==> config.mk <==
export PLATFORM = sky130hd
export DESIGN_NAME = remap_entry_delivery_decode
export DESIGN_NICKNAME = d
export VERILOG_FILES = /design/src/remap_decode_pkg.sv /design/src/decode_if.sv /design/src/entry_decode.sv /design/src/remap_entry_delivery_decode.sv
export SDC_FILE = /design/constraint.sdc
export NUM_CORES = 1
export LEC_CHECK = 0
export BUFFER_PORTS_ARGS = -buffer_cell sky130_fd_sc_hd__clkbuf_2
export CORE_UTILIZATION = 35
export CTS_BUF_LIST = sky130_fd_sc_hd__clkbuf_4 sky130_fd_sc_hd__clkbuf_8
export CTS_CLUSTER_SIZE = 30
export DETAILED_ROUTE_END_ITERATION = 16
export PLACE_DENSITY_LB_ADDON = 0.1
export REMOVE_ABC_BUFFERS = 1
export SLEW_MARGIN = 20
export SYNTH_ARGS = -nofsm -noshare
export SYNTH_HDL_FRONTEND = slang
export SYNTH_SLANG_ARGS = --single-unit
==> constraint.sdc <==
create_clock -name pclk -period 7.7 [get_ports pclk]
set_clock_uncertainty 0.05 [all_clocks]
set_input_delay 0.385 -clock pclk [delete_from_list [all_inputs] [get_ports pclk]]
set_output_delay 0.385 -clock pclk [all_outputs]
set_load 0.01 [all_outputs]
==> src/remap_decode_pkg.sv <==
// Shared constants, field layout and types for the remap entry decode
package remap_decode_pkg;

  // ----------------------------------------------------------------
  // Entry field layout (low word of a remap table entry)
  // ----------------------------------------------------------------
  localparam int ENTRY_W      = 16;
  localparam int POSTING_BIT  = 15;
  localparam int SPARE_HI     = 11;
  localparam int SPARE_LO     = 8;
  localparam int KIND_HI      = 7;
  localparam int KIND_LO      = 5;
  localparam int SENSE_BIT    = 4;
  localparam int HINT_BIT     = 3;
  localparam int VALID_BIT    = 0;
  localparam logic SENSE_EDGE  = 1'b0;
  localparam logic SENSE_LEVEL = 1'b1;

  // ----------------------------------------------------------------
  // Destination agents
  // ----------------------------------------------------------------
  localparam int AGENTS      = 8;
  localparam int AGENT_IDX_W = 3;

  typedef enum logic [2:0] {
    KIND_FIXED  = 3'b000,
    KIND_LOWEST = 3'b001,
    KIND_SMI    = 3'b010,
    KIND_RSVD3  = 3'b011,
    KIND_NMI    = 3'b100,
    KIND_INIT   = 3'b101,
    KIND_RSVD6  = 3'b110,
    KIND_RSVD7  = 3'b111
  } delivery_kind_t;

  // ----------------------------------------------------------------
  // APB register map
  // ----------------------------------------------------------------
  localparam int          ADDR_W        = 12;
  localparam int          DATA_W        = 32;
  localparam int          COUNT_N       = 3;
  localparam logic [11:0] OFF_CTRL      = 12'h000;
  localparam logic [11:0] OFF_STATUS    = 12'h004;
  localparam logic [11:0] OFF_DELIVERED = 12'h008;
  localparam logic [11:0] OFF_BLOCKED   = 12'h00C;
  localparam logic [11:0] OFF_MISPROG   = 12'h010;
  localparam int          CTRL_ENABLE_BIT = 0;
  localparam int          CTRL_SMI_BIT    = 1;
  localparam logic        CTRL_ENABLE_RST = 1'b1;
  localparam logic        CTRL_SMI_RST    = 1'b0;
  localparam int          ST_KIND_LO      = 0;
  localparam int          ST_LEVEL_BIT    = 3;
  localparam int          ST_TARGET_LO    = 4;
  localparam int          ST_MISPROG_BIT  = 12;
  localparam logic [31:0] CNT_ONE         = 32'h0000_0001;

  // Known kinds; system management support is a control register option
  function automatic logic kind_known(input logic [2:0] kind,
                                      input logic       smi_ok);
    case (kind)
      KIND_FIXED, KIND_LOWEST, KIND_NMI, KIND_INIT: kind_known = 1'b1;
      KIND_SMI: kind_known = smi_ok;
      default:  kind_known = 1'b0;
    endcase
  endfunction : kind_known

  // First set bit at or after start, wrapping; MSB flags a find
  function automatic logic [AGENT_IDX_W:0] pick_one(
      input logic [AGENTS-1:0]      mask,
      input logic [AGENT_IDX_W-1:0] start);
    logic [AGENT_IDX_W:0]   res;
    logic [AGENT_IDX_W-1:0] idx;
    res = '0;
    for (int i = AGENTS - 1; i >= 0; i--) begin
      idx = start + AGENT_IDX_W'(i);
      if (mask[idx]) res = {1'b1, idx};
    end
    return res;
  endfunction : pick_one

endpackage : remap_decode_pkg

==> src/decode_if.sv <==
// Carrier between the request side and the entry field decoder
`timescale 1ns/1ps
`default_nettype none

interface decode_if;
  import remap_decode_pkg::*;

  logic [ENTRY_W-1:0]     entry;
  logic [AGENTS-1:0]      dest;
  logic [AGENT_IDX_W-1:0] rr_ptr;
  logic                   smi_ok;
  logic                   deliver;
  logic                   blocked;
  logic                   posted;
  logic                   misprog;
  logic                   level;
  logic                   vec_used;
  logic                   one_of_n;
  logic [AGENT_IDX_W-1:0] pick_idx;
  logic [AGENTS-1:0]      target;
  delivery_kind_t         kind;

  modport host (output entry, dest, rr_ptr, smi_ok,
                input  deliver, blocked, posted, misprog, level,
                       vec_used, one_of_n, pick_idx, target, kind);
  modport dec  (input  entry, dest, rr_ptr, smi_ok,
                output deliver, blocked, posted, misprog, level,
                       vec_used, one_of_n, pick_idx, target, kind);
endinterface : decode_if

`default_nettype wire

==> src/entry_decode.sv <==
// Combinational decode of the delivery fields of one remap entry
`timescale 1ns/1ps
`default_nettype none

module entry_decode (
  decode_if.dec bus
);
  import remap_decode_pkg::*;

  // ----------------------------------------------------------------
  // Field extraction; the spare nibble is never looked at
  // ----------------------------------------------------------------
  wire logic [2:0]             kind_raw = bus.entry[KIND_HI:KIND_LO];
  wire logic                   valid    = bus.entry[VALID_BIT];
  wire logic                   posting  = bus.entry[POSTING_BIT];
  wire logic                   live     = ~posting & valid;
  wire logic                   known    = kind_known(kind_raw, bus.smi_ok);
  wire logic                   no_agent = ~|bus.dest;
  wire logic [AGENT_IDX_W:0]   pick     = pick_one(bus.dest, bus.rr_ptr);
  wire logic                   hint;
  wire logic                   force_edge;

  // Hint only read for live entries; it narrows fixed delivery to one
  assign hint = live & bus.entry[HINT_BIT];
  assign bus.kind = delivery_kind_t'(kind_raw);
  assign bus.one_of_n = (kind_raw == KIND_LOWEST) |
                        ((kind_raw == KIND_FIXED) & hint);
  assign bus.pick_idx = pick[AGENT_IDX_W-1:0];

  // Lone target when one of N, otherwise every named agent
  assign bus.target = bus.one_of_n ?
                      (AGENTS'(1) << pick[AGENT_IDX_W-1:0]) :
                      bus.dest;

  // Special kinds are edge only and carry no vector
  assign force_edge = (kind_raw == KIND_SMI) | (kind_raw == KIND_NMI) |
                      (kind_raw == KIND_INIT);
  assign bus.level  = live & ~force_edge &
                      (bus.entry[SENSE_BIT] == SENSE_LEVEL);
  assign bus.vec_used = live & ~force_edge;

  // Outcome classes, mutually exclusive
  assign bus.posted  = posting;
  assign bus.blocked = ~posting & ~valid;
  assign bus.misprog = live & (~known | no_agent);
  assign bus.deliver = live & known & ~no_agent;

endmodule : entry_decode

`default_nettype wire

==> src/remap_entry_delivery_decode.sv <==
// Remap entry delivery decode with APB control, status and counters
//
// Behaviour
// - The four spare bits of an entry never affect how a request goes.
// - The three-bit delivery kind field selects how a request is handled.
// - Fixed kind with hint clear delivers to every named agent, edge or level.
// - Lowest priority kind delivers to exactly one named agent.
// - System management kind is edge only and its vector is unused.
// - Non-maskable kind goes to all named agents, edge only, no vector.
// - Initialisation kind goes to all named agents, edge only, no vector.
// - Trigger sense zero means edge, one means level.
// - Trigger sense is read only for entries marked valid.
// - With hint clear, fixed delivery goes to the agents as named.
// - With hint set, hardware chooses one of the named agents for fixed kind.
// - The hint is read only for entries marked valid.
// - Entries not marked valid block the request; valid ones proceed.
// - This decode serves only entries whose posting select is zero.
`timescale 1ns/1ps
`default_nettype none

module remap_entry_delivery_decode (
  input  wire logic                                    pclk,
  input  wire logic                                    presetn,
  input  wire logic                                    psel,
  input  wire logic                                    penable,
  input  wire logic                                    pwrite,
  input  wire logic [remap_decode_pkg::ADDR_W-1:0]     paddr,
  input  wire logic [remap_decode_pkg::DATA_W-1:0]     pwdata,
  input  wire logic [3:0]                              pstrb,
  output logic      [remap_decode_pkg::DATA_W-1:0]     prdata,
  output logic                                         pready,
  output logic                                         pslverr,
  input  wire logic                                    req_valid,
  input  wire logic [remap_decode_pkg::ENTRY_W-1:0]    req_entry,
  input  wire logic [remap_decode_pkg::AGENTS-1:0]     req_dest,
  output logic                                         dlv_valid,
  output logic      [remap_decode_pkg::AGENTS-1:0]     dlv_target,
  output remap_decode_pkg::delivery_kind_t             dlv_kind,
  output logic                                         dlv_level,
  output logic                                         dlv_vector_used,
  output logic                                         blocked_pulse,
  output logic                                         posted_pulse,
  output logic                                         misprog_pulse
);
  import remap_decode_pkg::*;

  // ----------------------------------------------------------------
  // State
  // ----------------------------------------------------------------
  logic                   ctrl_enable;
  logic                   ctrl_smi;
  logic [AGENT_IDX_W-1:0] rr_ptr;
  logic [2:0]             last_kind;
  logic                   last_level;
  logic [AGENTS-1:0]      last_target;
  logic                   last_misprog;
  logic [DATA_W-1:0]      cnt [COUNT_N];

  decode_if dec_bus ();

  // ----------------------------------------------------------------
  // Field decoder
  // ----------------------------------------------------------------
  // Requests come from same-clock lookup logic, so no synchroniser
  assign dec_bus.entry  = req_entry;
  assign dec_bus.dest   = req_dest;
  assign dec_bus.rr_ptr = rr_ptr;
  assign dec_bus.smi_ok = ctrl_smi;

  entry_decode u_decode (
    .bus (dec_bus.dec)
  );

  // ----------------------------------------------------------------
  // Request acceptance
  // ----------------------------------------------------------------
  // A disabled block drops requests silently; nothing is counted
  wire logic take      = req_valid & ctrl_enable;
  wire logic take_dlv  = take & dec_bus.deliver;
  wire logic take_blk  = take & dec_bus.blocked;
  wire logic take_post = take & dec_bus.posted;
  wire logic take_mis  = take & dec_bus.misprog;
  wire logic rotate    = take_dlv & dec_bus.one_of_n;
  wire logic [AGENT_IDX_W-1:0] next_rr_ptr =
    dec_bus.pick_idx + AGENT_IDX_W'(1);

  // Delivery outputs: one-cycle pulses except the kind, registered off the decode
  always_ff @(posedge pclk or negedge presetn) begin
    if (!presetn) begin
      dlv_valid       <= 1'b0;
      dlv_target      <= '0;
      dlv_kind        <= KIND_FIXED;
      dlv_level       <= SENSE_EDGE;
      dlv_vector_used <= 1'b0;
      blocked_pulse   <= 1'b0;
      posted_pulse    <= 1'b0;
      misprog_pulse   <= 1'b0;
    end else begin
      dlv_valid       <= take_dlv;
      dlv_target      <= take_dlv ? dec_bus.target : '0;
      dlv_kind        <= dec_bus.kind;
      dlv_level       <= take_dlv & dec_bus.level;
      dlv_vector_used <= take_dlv & dec_bus.vec_used;
      blocked_pulse   <= take_blk;
      posted_pulse    <= take_post;
      misprog_pulse   <= take_mis;
    end
  end

  // Rotating start point spreads one-of-N deliveries across agents
  always_ff @(posedge pclk or negedge presetn) begin
    if (!presetn) begin
      rr_ptr <= '0;
    end else if (rotate) begin
      rr_ptr <= next_rr_ptr;
    end
  end

  // Snapshot of the last delivered or misprogrammed request for software
  always_ff @(posedge pclk or negedge presetn) begin
    if (!presetn) begin
      last_kind    <= KIND_FIXED;
      last_level   <= SENSE_EDGE;
      last_target  <= '0;
      last_misprog <= 1'b0;
    end else if (take_dlv | take_mis) begin
      last_kind    <= dec_bus.kind;
      last_level   <= dec_bus.level;
      last_target  <= take_dlv ? dec_bus.target : '0;
      last_misprog <= take_mis;
    end
  end

  // ----------------------------------------------------------------
  // APB slave
  // ----------------------------------------------------------------
  // One wait state: pready rises in the second access cycle
  wire logic apb_access = psel & penable;
  wire logic apb_first  = apb_access & ~pready;
  wire logic apb_done   = apb_access & pready;
  wire logic aligned    = (paddr[1:0] == 2'b00);
  wire logic hit_ctrl   = aligned & (paddr == OFF_CTRL);
  wire logic hit_status = aligned & (paddr == OFF_STATUS);
  wire logic hit_dlv    = aligned & (paddr == OFF_DELIVERED);
  wire logic hit_blk    = aligned & (paddr == OFF_BLOCKED);
  wire logic hit_mis    = aligned & (paddr == OFF_MISPROG);
  wire logic mapped     = hit_ctrl | hit_status | hit_dlv |
                          hit_blk | hit_mis;
  wire logic wr_done    = apb_done & pwrite;
  wire logic ctrl_wr    = wr_done & hit_ctrl & pstrb[0];

  // Read words; unused bits read as zero
  wire logic [DATA_W-1:0] ctrl_word =
    (DATA_W'(ctrl_enable) << CTRL_ENABLE_BIT) |
    (DATA_W'(ctrl_smi)    << CTRL_SMI_BIT);
  wire logic [DATA_W-1:0] status_word =
    (DATA_W'(last_kind)    << ST_KIND_LO)   |
    (DATA_W'(last_level)   << ST_LEVEL_BIT) |
    (DATA_W'(last_target)  << ST_TARGET_LO) |
    (DATA_W'(last_misprog) << ST_MISPROG_BIT);
  wire logic [DATA_W-1:0] rd_word =
    ({DATA_W{hit_ctrl}}   & ctrl_word)   |
    ({DATA_W{hit_status}} & status_word) |
    ({DATA_W{hit_dlv}}    & cnt[0])      |
    ({DATA_W{hit_blk}}    & cnt[1])      |
    ({DATA_W{hit_mis}}    & cnt[2]);

  // Answer is captured in the first access cycle and held one cycle
  always_ff @(posedge pclk or negedge presetn) begin
    if (!presetn) begin
      pready  <= 1'b0;
      prdata  <= '0;
      pslverr <= 1'b0;
    end else begin
      pready  <= apb_first;
      prdata  <= (apb_first & ~pwrite) ? rd_word : '0;
      pslverr <= apb_first & ~mapped;
    end
  end

  // Control register; writes land on the completing edge only
  always_ff @(posedge pclk or negedge presetn) begin
    if (!presetn) begin
      ctrl_enable <= CTRL_ENABLE_RST;
      ctrl_smi    <= CTRL_SMI_RST;
    end else if (ctrl_wr) begin
      ctrl_enable <= pwdata[CTRL_ENABLE_BIT];
      ctrl_smi    <= pwdata[CTRL_SMI_BIT];
    end
  end

  // ----------------------------------------------------------------
  // Event counters
  // ----------------------------------------------------------------
  // Any write to a counter's offset clears it; an event on the same edge still counts as one
  wire logic [COUNT_N-1:0] cnt_ev  = {take_mis, take_blk, take_dlv};
  wire logic [COUNT_N-1:0] cnt_clr = {wr_done & hit_mis,
                                      wr_done & hit_blk,
                                      wr_done & hit_dlv};

  for (genvar g = 0; g < COUNT_N; g++) begin : g_cnt
    always_ff @(posedge pclk or negedge presetn) begin
      if (!presetn) begin
        cnt[g] <= '0;
      end else if (cnt_clr[g]) begin
        cnt[g] <= cnt_ev[g] ? CNT_ONE : '0;
      end else if (cnt_ev[g]) begin
        cnt[g] <= cnt[g] + CNT_ONE;
      end
    end
  end

  // Expected delivery computed without the spare nibble
  wire logic [2:0] req_kind = req_entry[KIND_HI:KIND_LO];
  wire logic       req_live = req_entry[VALID_BIT] &
                              ~req_entry[POSTING_BIT];
  wire logic       exp_dlv  = take & req_live & (|req_dest) &
                              kind_known(req_kind, ctrl_smi);
  wire logic       req_special = (req_kind == KIND_SMI) |
                                 (req_kind == KIND_NMI) |
                                 (req_kind == KIND_INIT);
endmodule : remap_entry_delivery_decode

`default_nettype wire

Word level (Yosys, flattened, before mapping)
Index checks and enable logic that the tools add are counted.

Mux-type cells: 37. Order comparisons: 8. Reductions and logical operators: 9. Shift-type cells: 1. Bitwise gates (word level): 62. Add/sub/neg operators: 11. Eq/ne operators: 8.

Operators with widths (count): $mux W32 (7); $or A32 B32 Y32 (4); $add A32 B1 Y32 const B (3); $and A32 B32 Y32 (3); $and A1 B1 Y1 (33); $and A32 B13 Y32 (1); $and A32 B2 Y32 (1); $lt A3 B4 Y1 const B (8); $bmux W1 S3 (8); $eq A12 B4 Y1 const B (2); $mux W3 (8); $mux W8 (2); $or A12 B13 Y13 (1); $add A3 B3 Y3 const B (4); $eq A12 B3 Y1 const B (1); $eq A12 B5 Y1 const B (1); $logic_not A12 Y1 (1); $or A4 B12 Y12 (1); $mux W1 (11); $or A1 B1 Y1 (9); $reduce_or A8 Y1 (1); $shl A1 B3 Y8 const A (1); $not A1 Y1 (7); $add A3 B1 Y3 const B (2); other kinds (12) (16).

Output and inout bits: 51. Register bits: 165. Logic and storage cells: 157.

Longest topological paths before layout
Depth after elaboration: 14. Depth in mapped cells: 15. Gate-level depth less buffers: 13.

By module
Synthesis repeated with hierarchy kept, for this count alone.

Cells, all modules: 982. Area total of the unflattened synthesis: 9444.1 µm².

By module, submodules not included: remap_entry_delivery_decode (cells an instance 818, area each 8140.3 µm², seq. area each 4130.2 µm², instances 1); entry_decode (cells an instance 164, area each 1303.8 µm², seq. area each 0.0 µm², instances 1).

Worst setup path after synthesis
Ideal clock, no wire load.

Kind: register to register. From: register rr_ptr[1], in the netlist dec_bus.rr_ptr[1]. To: register last_target[3]. Arrival: 3.253 ns. Required time: 7.532 ns. Slack: 4.279 ns. Period minus slack after synthesis: 3.421 ns. Library setup time: 0.118 ns. Cell stages (with the launch flop): 15. Path through: dfrtp_1 > inv_1 > clkbuf_1 > ha_1 > clkbuf_1 > mux4_2 > mux2_2 > a21bo_2 > a31o_2 > a22o_1 > ha_1 > ha_1 > mux2i_1 > nor2_1 > a21o_1.

Cells in the longest elaborated chain, start to end: 14. Elaborated cells on any way between the ends: 34. Those cells by class: add/sub: 7; shift: 1; mux: 26.

Ends and longest elaborated chain: from (decl) (line remap_entry_delivery_decode.sv:52) `logic [AGENT_IDX_W-1:0] rr_ptr;`; from (signal assigned) (line remap_entry_delivery_decode.sv:115) `rr_ptr <= next_rr_ptr;`; $add A3 B3 Y3 (line remap_decode_pkg.sv:75) `idx = start + AGENT_IDX_W'(i);`; $bmux W1 S3 (line remap_decode_pkg.sv:76) `if (mask[idx]) res = {1'b1, idx};`; $mux W1 (implied by the code) (line remap_decode_pkg.sv:76); $mux W3 (7 in a row) (line remap_decode_pkg.sv:76); $mux W3 * (line remap_decode_pkg.sv:76); $shl A1 B3 Y8 * (line entry_decode.sv:32) `(AGENTS'(1) << pick[AGENT_IDX_W-1:0]) :`; $mux W8 * (line entry_decode.sv:31) `assign bus.target = bus.one_of_n ?`; $mux W8 * (line remap_entry_delivery_decode.sv:129) `last_target <= take_dlv ? dec_bus.target : '0;`; to (signal assigned) (line remap_entry_delivery_decode.sv:129); to (decl) (line remap_entry_delivery_decode.sv:55) `logic [AGENTS-1:0] last_target;`.

Every way passes the cells marked *; elsewhere a longest branch is shown, timed or not. The select of a mux whose other input is x is not followed. A chain may end at the register's enable or synchronous reset.

Worst setup path after layout
Ends and elaborated chain as after synthesis.

==> reports/results.ini <==
[critical_path]
crit_path_max_incr_delay_ns = 0.72
cpMostUsedCell = ha_1
crit_chain = inv_1 > ha_1 > mux4_2 > mux2_2 > a21bo_2 > a31o_2 > a22o_1 > ha_1 > ha_1 > mux2i_1 > nor2_1 > a21o_1
crit_type = reg -> reg
start_kind = flip-flop
cp_max_fo = 16
arrival_ns = 4.38
required_ns = 8.01
slowest_stage = dfrtp_1
end_kind = flip-flop

[drt]
first_iter_violations = 464
route.vias.total = 6945
route.detailed.wl_per_inst_um = 18.4
drc = 0
ant_nets = 0
via_per_inst = 5.37
dr.pass1.iters = 6
finalWirelength_um = 23800

[logic_synthesis]
syn-instance-count = 886
ys_ff_latch = 165
synth_top_area_share = 0.471
syn_area_per_cell_um2 = 9.83
yosys.area.top_type = dfrtp_1
yosysWarnings = 0
synthTopCellsByCount = dfrtp_1 (164), nor2_1 (124), nand2_1 (85)
synthTopCellsByArea = dfrtp_1 (47%), nor2_1 (5.3%), xnor2_1 (4.4%)
synth_edf_count = 0
synth.distinct_cells = 64
seq_area_frac_synth = 0.474
async_reset_ff_frac = 1.00
netlist_area_um2 = 8710
ys.flop_type = dfrtp_1
yosysMostFrequentCell = dfrtp_1

[sta]
setup_viol = 0
fmax_mhz = 246
rsz0062_at_grt = no
finalHoldViolCount = 0
final_max_slew_viol_count = 0
finalCritPeriodShare = 0.528
relSlewSlack = 0.378
fin_crit_ns = 4.06
fin_setup_tns_ns = 0
worst_pin_slew_ns = 0.929

[global_route]
grt_max_degree = 66
grt_util_all_layers = 0.194
grt-ovfl-total = 0
grt_pass1_vias = 6819
grt_pass1_wl_um = 38300
antenna_found_initial = 0

[clock_network]
clockRootBuffer = clkbuf_8
clockBufferDepth = 2
clk_latency_ns = 0.46
post_cts_resized = 0
htree_levels = 4
clk_pin_slew_ns = 0.10
cts_tree = built
clock_sinks = 165
cts_setup_buffers = 0
numCtsBuffers = 17

[floorplanning]
ioPinCount = 129
dieArea_um2 = 25500
die_h_um = 160
start_util = 0.357
die_w_um = 160
core-area_um2 = 24400
fp-row-count = 57

[placement]
gp_congestion = 0.793
dp_hpwl_um = 16100
port_buffers = 86

[pwr]
seq_power_share = 0.557
p_per_area_nw_per_um2 = 158
finalPower_mw = 1.56
netSwitchingPower_mw = 0.385
vdd_ir_drop_max_mv = 0.0786
p_int_mw = 1.17
p_comb_frac = 0.051
p_leak_nw = 4.30
switching_share = 0.247
clock_power_share = 0.393

[final_layout]
antenna_cells = 0
drive_above_1_share = 0.174
area_growth_pct = 13.0
fin_nets = 1044

[run_status]
status = finished clean

[flow_run]
cap_viol_max_count = 0

[worst_hold_path]
hold_class = in -> reg

-- critical path, delay by kind of cell (launching register included) --
kind	cells	cell delay [ns]
adder cells (fa/ha/maj)	3	1.01
multiplexers	3	0.89
AO/OA/AOI/OAI	4	0.81
flip-flops	1	0.72
buffers and inverters	1	0.39
AND/OR/NAND/NOR	1	0.07
-- cell families (layout without fill, tap and decap cells) --
| logic type | after synthesis | in the layout | share of synthesized area |
|---|---|---|---|
| adder cells (fa/ha/maj) | 10 | 10 | 0.0144 |
| XOR/XNOR | 83 | 83 | 0.0835 |
| multiplexers | 36 | 36 | 0.0596 |
| buffers and inverters | 68 | 151 | 0.0328 |
| AO/OA/AOI/OAI | 138 | 138 | 0.117 |
| flip-flops | 165 | 165 | 0.474 |
| AND/OR/NAND/NOR | 386 | 386 | 0.219 |
-- state kept, by name (all words and copies together), names as in the netlist, 3 cells and up --
register        count
cnt                96
dec_bus.rr_ptr      3
dlv_kind            3
dlv_target          8
last_kind           3
last_target         8
prdata             32
-- cell usage in the layout (no fill, tap or decap), types with 13 or more instances in the layout --
cell type,synthesis,final
and3_1,14,14
nor3_1,21,21
clkbuf_8,0,18
dfrtp_1,164,164
nor2_1,124,124
a21oi_1,33,33
clkbuf_2,0,85
xnor2_1,44,44
buf_4,0,13
nand2_1,85,85
xor2_1,39,39
inv_1,17,17
or3_1,18,18
o21ai_0,24,24
nor4_1,19,19
nand4_1,20,20
a222oi_1,32,32
nand3_1,36,36
-- power by group through the flow --
stage	clock, mW	combinational, mW	sequential [mW]
6_report	0.612	0.0792	0.868
4_1_cts	0.635	0.0807	0.868
3_3_place_gp	0	0.0801	0.885
2_1_floorplan	0	0.0314	0.886
5_1_grt	0.670	0.0889	0.868
3_5_place_dp	0	0.0797	0.885
-- final timing paths --
path / to / depth (start not counted) / slack, ns / from
worst max-delay path: last_target[3] / 12 / 3.64 / dec_bus.rr_ptr[1]
worst min-delay path: dlv_kind[2] / 1 / 0.04 / req_entry[7]
worst max register to register: last_target[3] / 12 / 3.64 / dec_bus.rr_ptr[1]
worst min register to register: last_kind[0] / 2 / 0.43 / last_kind[0]
max in group asynchronous: dec_bus.rr_ptr[0] / 4 / 5.37 / presetn
min in group asynchronous: prdata[27] / 2 / 0.39 / presetn
-- area by class of cell --
class / count / area [um2]
clock buffer: 22 / 278
clock inverter: 10 / 98.8
fill: 2461 / 14500
inverter: 18 / 67.6
multi-input combinational: 653 / 4310
sequential: 165 / 4130
tap: 324 / 405
timing repair buffer: 101 / 554
-- stage by stage --
step	instance area (um2)	utilization	std cells	setup slack, ns	hold WS (ns)
after floorplan	8490	-	836	4.00	0.0394
after global placement	9450	0.387	1259	3.59	0.332
after detailed placement	9450	0.387	1259	3.65	0.328
after CTS	9840	0.404	1293	3.62	0.00113
after global routing	9840	0.404	1293	3.36	0.0171
final	9840	0.404	1293	3.64	0.0376
-- layer usage --
layer	share of wire	GRT usage
met5	0	0
met3	0.044	0.0312
met2	0.46	0.306
met1	0.48	0.277
met4	0.0081	0.0468
-- timing repair --
item | CTS | global route
hold buffers | 2 | 0
hold endpoints to repair | 53 | 0
endpoints found under the setup margin | 0 | 0
Power figures use the tool's default switching activity.
